===== src/common/uass_pkg.sv =====
/*
  uass_pkg: constants and carrier types for the usb audio stream sequencer.
  assumes a single 100 MHz clock domain; the suspend and reset times are converted to cycles here.
*/
package uass_pkg;

  // ----------------------------------------------------------------
  // timing
  // ----------------------------------------------------------------
  localparam int unsigned CLK_PERIOD_PS    = 10000;            // 100 MHz
  localparam int unsigned SUSPEND_IDLE_US  = 5000;             // about 5 ms of idle
  localparam int unsigned RESET_RELEASE_US = 700;              // internal reset hold
  // cycles per microsecond first, so the product stays inside 32 bits
  localparam int unsigned SUSPEND_IDLE_CYC =
    SUSPEND_IDLE_US * (1000000 / CLK_PERIOD_PS);               // least time, exact
  localparam int unsigned RESET_RELEASE_CYC =
    RESET_RELEASE_US * (1000000 / CLK_PERIOD_PS);
  localparam int unsigned FRAME_US         = 1000;             // one packet of audio

  // ----------------------------------------------------------------
  // sample format and reset values
  // ----------------------------------------------------------------
  localparam int unsigned SAMPLE_W = 16;
  localparam logic [15:0] MIDSCALE_ZERO = 16'h0000;            // bipolar zero, 2s complement

  // ----------------------------------------------------------------
  // playback states
  // ----------------------------------------------------------------
  typedef enum logic [1:0] {
    UASS_PB_IDLE  = 2'b00,  // waiting for first packet
    UASS_PB_ARMED = 2'b01,  // packet buffered, waiting for sof
    UASS_PB_PLAY  = 2'b10,  // streaming samples out
    UASS_PB_DRAIN = 2'b11   // host stopped, emptying buffer
  } uass_pb_state_t;

  // stereo sample pair
  typedef struct packed {
    logic [15:0] left;
    logic [15:0] right;
  } uass_sample_t;

  // bus event strobes from the protocol engine
  typedef struct packed {
    logic sof;           // start-of-frame seen
    logic pkt_done;      // playback packet fully written
    logic play_stop;     // host ended or aborted playback
    logic rec_select;    // set_interface selecting record alt setting
    logic rec_release;   // set_interface back to zero bandwidth
  } uass_events_t;

endpackage : uass_pkg


===== src/hw/uass_sequencer.sv =====
/*
  uass_sequencer: playback/record sequencing and suspend control of a usb audio function.
  assumes the protocol engine and sample buffer side run on ref_clk_in and present
  one-cycle event strobes; line state and power-on detect are asynchronous pins.
*/
`timescale 1ns/1ps

module uass_sequencer
  import uass_pkg::*;
#(
  parameter int unsigned IDLE_CYCLES  = SUSPEND_IDLE_CYC,
  parameter int unsigned RESET_CYCLES = RESET_RELEASE_CYC,
  parameter int unsigned BUF_DEPTH    = 64
) (
  // clock and reset
  input  wire logic          ref_clk_in,
  input  wire logic          reset_n_in,
  // pins from outside the domain
  input  wire logic          power_good_in,     // power-on detector fired
  input  wire logic          bus_attached_in,   // attach seen on the bus
  input  wire logic          bus_idle_in,       // line state is idle (j)
  // protocol engine events and data
  input  wire uass_events_t  events_in,
  input  wire logic          pkt_wr_in,         // playback sample write strobe
  input  wire uass_sample_t  pkt_data_in,
  input  wire logic          sample_tick_in,    // one-cycle sample rate enable
  // outputs
  output logic               seq_ready_out,     // internal reset released, attached
  output uass_sample_t       sample_out,
  output logic               playing_out,
  output logic               capture_en_out,
  output logic               suspend_flag_n_out
);

  // ----------------------------------------------------------------
  // elaboration checks
  // ----------------------------------------------------------------
  // refuse counts the counters cannot serve and non power-of-two depths
  if (IDLE_CYCLES < 2 || RESET_CYCLES < 1 || BUF_DEPTH < 2 ||
      (BUF_DEPTH & (BUF_DEPTH - 1)) != 0) begin : g_param_check
    $error("uass_sequencer: unsupported parameter values");
  end

  localparam int unsigned AW = $clog2(BUF_DEPTH);

  // ----------------------------------------------------------------
  // pin synchronisers
  // ----------------------------------------------------------------
  logic [2:0] sync_a;
  logic [2:0] sync_b;
  always_ff @(posedge ref_clk_in or negedge reset_n_in) begin
    if (!reset_n_in) begin
      sync_a <= 3'h0;
      sync_b <= 3'h0;
    end else begin
      sync_a <= {power_good_in, bus_attached_in, bus_idle_in};
      sync_b <= sync_a;
    end
  end
  logic pwr_s;
  logic att_s;
  logic idle_s;
  assign pwr_s  = sync_b[2];
  assign att_s  = sync_b[1];
  assign idle_s = sync_b[0];

  // ----------------------------------------------------------------
  // internal reset release
  // ----------------------------------------------------------------
  logic [$clog2(RESET_CYCLES+1)-1:0] rst_cnt;
  logic                              int_rel;
  // count from power-good until release, restart if power drops
  always_ff @(posedge ref_clk_in or negedge reset_n_in) begin
    if (!reset_n_in) begin
      rst_cnt <= '0;
      int_rel <= 1'b0;
    end else if (!pwr_s) begin
      rst_cnt <= '0;
      int_rel <= 1'b0;
    end else if (rst_cnt == ($clog2(RESET_CYCLES+1))'(RESET_CYCLES - 1)) begin
      int_rel <= 1'b1;
    end else if (!int_rel) begin
      rst_cnt <= rst_cnt + 1'b1;
    end
  end

  logic active;
  assign active = int_rel && att_s;

  always_ff @(posedge ref_clk_in or negedge reset_n_in) begin
    if (!reset_n_in) seq_ready_out <= 1'b0;
    else             seq_ready_out <= active;
  end

  // ----------------------------------------------------------------
  // playback buffer
  // ----------------------------------------------------------------
  uass_sample_t  buf_mem [BUF_DEPTH];
  logic [AW:0]   wr_ptr;
  logic [AW:0]   rd_ptr;
  logic          buf_empty;
  logic          buf_full;
  logic          rd_en;
  uass_pb_state_t pb_state;
  assign buf_empty = (wr_ptr == rd_ptr);
  assign buf_full  = (wr_ptr[AW] != rd_ptr[AW]) && (wr_ptr[AW-1:0] == rd_ptr[AW-1:0]);
  assign rd_en     = sample_tick_in && !buf_empty &&
                     (pb_state == UASS_PB_PLAY || pb_state == UASS_PB_DRAIN);

  // packet samples land in the buffer; writes beyond full are dropped
  always_ff @(posedge ref_clk_in) begin
    if (pkt_wr_in && !buf_full && active)
      buf_mem[wr_ptr[AW-1:0]] <= pkt_data_in;
  end

  always_ff @(posedge ref_clk_in or negedge reset_n_in) begin
    if (!reset_n_in) begin
      wr_ptr <= '0;
      rd_ptr <= '0;
    end else if (!active) begin
      wr_ptr <= '0;
      rd_ptr <= '0;
    end else begin
      if (pkt_wr_in && !buf_full) wr_ptr <= wr_ptr + 1'b1;
      if (rd_en)                  rd_ptr <= rd_ptr + 1'b1;
    end
  end

  // ----------------------------------------------------------------
  // playback state machine
  // ----------------------------------------------------------------
  always_ff @(posedge ref_clk_in or negedge reset_n_in) begin
    if (!reset_n_in) begin
      pb_state <= UASS_PB_IDLE;
    end else if (!active) begin
      pb_state <= UASS_PB_IDLE;
    end else begin
      unique case (pb_state)
        UASS_PB_IDLE: begin
          if (events_in.pkt_done && !buf_empty) pb_state <= UASS_PB_ARMED;
        end
        UASS_PB_ARMED: begin
          if (events_in.play_stop)   pb_state <= UASS_PB_DRAIN;
          else if (events_in.sof)    pb_state <= UASS_PB_PLAY;
        end
        UASS_PB_PLAY: begin
          if (events_in.play_stop)   pb_state <= UASS_PB_DRAIN;
        end
        UASS_PB_DRAIN: begin
          if (buf_empty)             pb_state <= UASS_PB_IDLE;
        end
      endcase
    end
  end

  // sample output: buffered data on each tick while playing, midscale on an empty tick or when idle or armed
  always_ff @(posedge ref_clk_in or negedge reset_n_in) begin
    if (!reset_n_in) begin
      sample_out <= '{left: MIDSCALE_ZERO, right: MIDSCALE_ZERO};
    end else if (rd_en) begin
      sample_out <= buf_mem[rd_ptr[AW-1:0]];
    end else if (sample_tick_in || pb_state == UASS_PB_IDLE ||
                 pb_state == UASS_PB_ARMED) begin
      sample_out <= '{left: MIDSCALE_ZERO, right: MIDSCALE_ZERO};
    end
  end

  always_ff @(posedge ref_clk_in or negedge reset_n_in) begin
    if (!reset_n_in) playing_out <= 1'b0;
    else playing_out <= (pb_state == UASS_PB_PLAY || pb_state == UASS_PB_DRAIN);
  end

  // ----------------------------------------------------------------
  // record capture enable
  // ----------------------------------------------------------------
  always_ff @(posedge ref_clk_in or negedge reset_n_in) begin
    if (!reset_n_in)                 capture_en_out <= 1'b0;
    else if (!active)                capture_en_out <= 1'b0;
    else if (events_in.rec_select)   capture_en_out <= 1'b1;
    else if (events_in.rec_release)  capture_en_out <= 1'b0;
  end

  // ----------------------------------------------------------------
  // suspend detection
  // ----------------------------------------------------------------
  logic [$clog2(IDLE_CYCLES+1)-1:0] idle_cnt;
  logic                             suspended;
  // counts continuous idle; any non-idle sample clears it at once
  always_ff @(posedge ref_clk_in or negedge reset_n_in) begin
    if (!reset_n_in) begin
      idle_cnt  <= '0;
      suspended <= 1'b0;
    end else if (!idle_s || !active) begin
      idle_cnt  <= '0;
      suspended <= 1'b0;
    end else if (idle_cnt == ($clog2(IDLE_CYCLES+1))'(IDLE_CYCLES - 1)) begin
      suspended <= 1'b1;
    end else begin
      idle_cnt <= idle_cnt + 1'b1;
    end
  end

  always_ff @(posedge ref_clk_in or negedge reset_n_in) begin
    if (!reset_n_in) suspend_flag_n_out <= 1'b1;
    else             suspend_flag_n_out <= !suspended;
  end
endmodule : uass_sequencer


===== config.mk =====
export PLATFORM = sky130hd
export DESIGN_NAME = uass_sequencer
export DESIGN_NICKNAME = d
export VERILOG_FILES = /design/src/common/uass_pkg.sv /design/src/hw/uass_sequencer.sv
export SDC_FILE = /design/constraint.sdc
export NUM_CORES = 2
export LEC_CHECK = 0
export ABC_AREA = 1
export BUFFER_PORTS_ARGS = -buffer_cell sky130_fd_sc_hd__buf_2
export CAP_MARGIN = 15
export CELL_PAD_IN_SITES_DETAIL_PLACEMENT = 2
export CELL_PAD_IN_SITES_GLOBAL_PLACEMENT = 2
export CORE_AREA = 2 2 554 556
export CTS_BUF_LIST = sky130_fd_sc_hd__clkbuf_4 sky130_fd_sc_hd__clkbuf_8
export CTS_CLUSTER_DIAMETER = 50
export CTS_CLUSTER_SIZE = 20
export DETAILED_ROUTE_END_ITERATION = 7
export DIE_AREA = 0 0 556 558
export GPL_TIMING_DRIVEN = 0
export PLACE_DENSITY_LB_ADDON = 0.1
export RECOVER_POWER = 50
export SKIP_LAST_GASP = 1
export SLEW_MARGIN = 20
export SYNTH_ARGS = -nofsm -noshare
export SYNTH_HDL_FRONTEND = slang
export SYNTH_SLANG_ARGS = --single-unit

===== constraint.sdc =====
create_clock -name ref_clk_in -period 4.5 [get_ports ref_clk_in]
set_input_delay 0.45 -clock ref_clk_in [delete_from_list [all_inputs] [get_ports ref_clk_in]]
set_output_delay 0.45 -clock ref_clk_in [all_outputs]
set_load 0.02 [all_outputs]

==> flow_metrics.env <==
export IMPL_met3_usage_pct=2.604
export IMPL_place_congestion=0.8780
export IMPL_cp_cell_sequence="dlygate4sd3_1 -> clkbuf_1 -> clkbuf_1"
export IMPL_grt_busiest_layer="met2"
export IMPL_finalHoldViolCount=0
export IMPL_finalPower_mw=41.77
export IMPL_ios=80
export IMPL_worst_pin_slew_ns=3.501
export IMPL_layout_setup_ws_ns=-0.01977
export IMPL_coreArea_mm2=0.3045
export IMPL_yosysSeqAreaShare_pct=70.17
export IMPL_post_dp_hpwl_um=308000
export IMPL_crit_type="input pin to register"
export IMPL_synth_compound_area_share_pct=2.228
export IMPL_pwr_share_comb_pct=1.5
export IMPL_period_needed_ns=4.520
export IMPL_clk_pin_slew_worst_paths_ns=0.06
export IMPL_p_int_mw=31.81
export IMPL_grt_ovfl_total=0
export IMPL_p_leak_nw=42.59
export IMPL_vias=68450
export IMPL_drv_cap=60
export IMPL_track_usage_pct=26.76
export IMPL_clkLatencyLatePin_ns=1.10
export IMPL_finalMaxSlewViolations=2128
export IMPL_cts_tree="yes"
export IMPL_slowest_delay_ns=1.97
export IMPL_fmaxAchievable_mhz=221.3
export IMPL_drc=0
export IMPL_cts_max_path_buffers=4
export IMPL_ys_types=37
export IMPL_ant_nets=0
export IMPL_power_frac_clock_pct=46.2
export IMPL_skew_ns=0.09646
export IMPL_syn_to_final_growth_pct=18.54
export IMPL_grt_pass1_vias=71640
export IMPL_synth_top_family_by_area="simple AND/OR/NAND/NOR gates"
export IMPL_synth_xor_area_share_pct=0.2116
export IMPL_drtPass1Iterations=5
export IMPL_rsz0062_at_grt="no"
export IMPL_grt_pass1_wl_um=575700
export IMPL_hp_class="input pin to register"
export IMPL_synthMuxAreaShare_pct=0
export IMPL_cts_root_buffer="clkbuf_8"
export IMPL_cp_top_family="buffers and inverters"
export IMPL_final_common_cell="nand2_1"
export IMPL_synth_nets=8774
export IMPL_required_ns=4.93
export IMPL_fin_crit_sh_pct=100.4
export IMPL_drt_iter0_drc=6420
export IMPL_routedWlPerCell_um=30.84
export IMPL_power_frac_seq_pct=52.4
export IMPL_setup_viol=5
export IMPL_grt_max_degree=71
export IMPL_switching_share_pct=23.83
export IMPL_cts_sinks=2144
export IMPL_p_per_area_mw_per_mm2=386.9
export IMPL_die_height_um=558
export IMPL_rows=203
export IMPL_ys_warnings_count=0
export IMPL_status="finished, violations left"
export IMPL_finalCoreUtilization_pct=35.45
export IMPL_port_buffers=79
export IMPL_synth_adder_area_share_pct=0.1237
export IMPL_fin_nets=9389
export IMPL_layout_cells_non_filler=13630
export IMPL_synthCells=8721
export IMPL_critical_path_buf_inv_count=3
export IMPL_slowest_stage="clkbuf_1"
export IMPL_vdd_ir_drop_max_mv=0.2825
export IMPL_cp_arrival_ns=4.95
export IMPL_grt_antenna_before_repair=49
export IMPL_numCtsBuffers=328
export IMPL_synth_area_mm2=0.09107
export IMPL_final_cell_mix="nand2_1 (2910), edfxtp_1 (2048), inv_1 (1028)"
export IMPL_use_met2_pct=43.86
export IMPL_synth_area_per_cell_um2=10.44
export IMPL_endpoint_kind="register"
export IMPL_violations="max-capacitance violations, max-slew violations, negative setup slack"
export IMPL_yosys_area_share_simple_pct=20.89
export IMPL_p_sw_mw=9.955
export IMPL_critPathLaunchType="input pin"
export IMPL_use_met1_pct=37.68
export IMPL_wl_um=420300
export IMPL_viasPerCell=5.023
export IMPL_fin_tns_setup_ns=-0.06544
export IMPL_die_area_mm2=0.3102
export IMPL_initial_core_util_pct=29.90
export IMPL_yosys_register_bits=2144
export IMPL_htreeDepth=5
export IMPL_crit_fanout=36
export IMPL_cp_common_cell="clkbuf_1"
export IMPL_timing_slew_headroom_pct=-133.4
export IMPL_drive_gt1_share_pct=10.51
export IMPL_die_w_um=556
export IMPL_place_inst=12950
export IMPL_post_place_ws_ns=0.1112
[cell usage after synthesis]
| library cell | count | area share (%) |
|---|---|---|
| clkbuf_1 | 252 | 1.0 |
| inv_2 | 7 | 0.029 |
| o22ai_1 | 2 | 0.014 |
| and3_1 | 3 | 0.021 |
| o31ai_1 | 2 | 0.016 |
| xor2_1 | 17 | 0.16 |
| clkbuf_2 | 1 | 0.0055 |
| a21oi_1 | 72 | 0.40 |
| a31oi_1 | 4 | 0.027 |
| nand2_1 | 2911 | 12 |
| buf_6 | 7 | 0.087 |
| buf_1 | 56 | 0.23 |
| dfrtp_1 | 95 | 2.6 |
| nor4_1 | 10 | 0.069 |
| o21ai_0 | 286 | 1.6 |
| a311oi_1 | 1 | 0.0096 |
| a211oi_1 | 1 | 0.0082 |
| dfstp_2 | 1 | 0.029 |
| nor2_1 | 703 | 2.9 |
| nor3_1 | 19 | 0.10 |
| or2_2 | 26 | 0.18 |
| nor2_2 | 1 | 0.0069 |
| nand4_4 | 6 | 0.14 |
| ha_1 | 9 | 0.12 |
| o21ai_1 | 17 | 0.093 |
| o211ai_1 | 9 | 0.074 |
| nand4_1 | 20 | 0.14 |
| clkinv_1 | 3 | 0.012 |
| nand3_1 | 968 | 5.3 |
| inv_1 | 1028 | 4.2 |
| a32oi_1 | 1 | 0.0096 |
| edfxtp_1 | 2048 | 68 |
| buf_2 | 111 | 0.61 |
| buf_4 | 15 | 0.12 |
| nand2_2 | 3 | 0.021 |
| o21a_1 | 1 | 0.0082 |
| xnor2_1 | 5 | 0.048 |
[logic make-up after synthesis]
| group | count (synthesis) |
|---|---|
| fa+ha+maj | 9 |
| xor+xnor | 22 |
| simple gates | 4670 |
| compound gates | 396 |
| flops | 2144 |
| buf+inv | 1480 |
[layer usage]
layer | routed length (um) | vias up | share of wire (%)
li1 | - | 29900 | -
met1 | 191600 | 36240 | 46
met2 | 195700 | 1782 | 47
met3 | 19560 | 523 | 4.7
met4 | 13480 | 6 | 3.2
met5 | 47 | - | 0.011
[stage by stage]
step / hold WS [ns] / cell area, um2
4_1_cts: 0.03170 / 108800
5_1_grt: 0.1134 / 107900
2_1_floorplan: 0.1544 / 91070
3_3_place_gp: 0.3471 / 96470
6_report: 0.1442 / 107900
3_5_place_dp: 0.3370 / 100700
[power groups by stage]
stage,clock (mW),combinational [mW],sequential [mW]
final,19.3,0.619,21.9
after detailed placement,0,0.693,22.3
after global placement,0,0.562,22.3
after floorplan,0,0.00767,22.3
after global routing,20.4,0.636,21.9
after CTS,19.7,0.734,21.8
[area by class of cell]
| class | count | area, um2 |
|---|---|---|
| tap | 3997 | 5001 |
| fill | 32630 | 196600 |
| multi-input combinational | 5097 | 21840 |
| clock buffer | 366 | 4887 |
| inverter | 1038 | 3896 |
| buffer | 442 | 1936 |
| timing repair buffer | 285 | 3810 |
| clock inverter | 239 | 2621 |
| sequential | 2144 | 63900 |
| antenna | 20 | 50.05 |
[repair_timing]
item / CTS / global route
endpoints found under the hold margin: 1171 / 0
resized for setup: 0 / 0
setup endpoints to repair: 0 / 8
hold buffers: 50 / 0
setup buffers: 0 / 5
[worst paths after layout]
check | startpoint | end | slack (ns) | depth (start not counted)
worst max-delay path | pkt_data_in[5] | buf_mem[15][5] | -0.02 | 3
min in group asynchronous | reset_n_in | sync_b[0] | 1.27 | 4
worst max register to register | rd_ptr[0] | sample_out[4] | 0.03 | 14
worst min-delay path | power_good_in | sync_a[2] | 0.14 | 2
worst min register to register | sync_a[2] | sync_b[2] | 0.36 | 0
max in group asynchronous | reset_n_in | sample_out[11] | 1.42 | 4
[registers in the layout, summed over array words and instances (netlist names), 2 cells and up]
signal / cells
buf_mem: 2048
sample_out: 32
idle_cnt: 19
rst_cnt: 17
rd_ptr: 7
wr_ptr: 7
sync_a: 3
sync_b: 3
pb_state: 2
(Power assumes the default switching activity.)
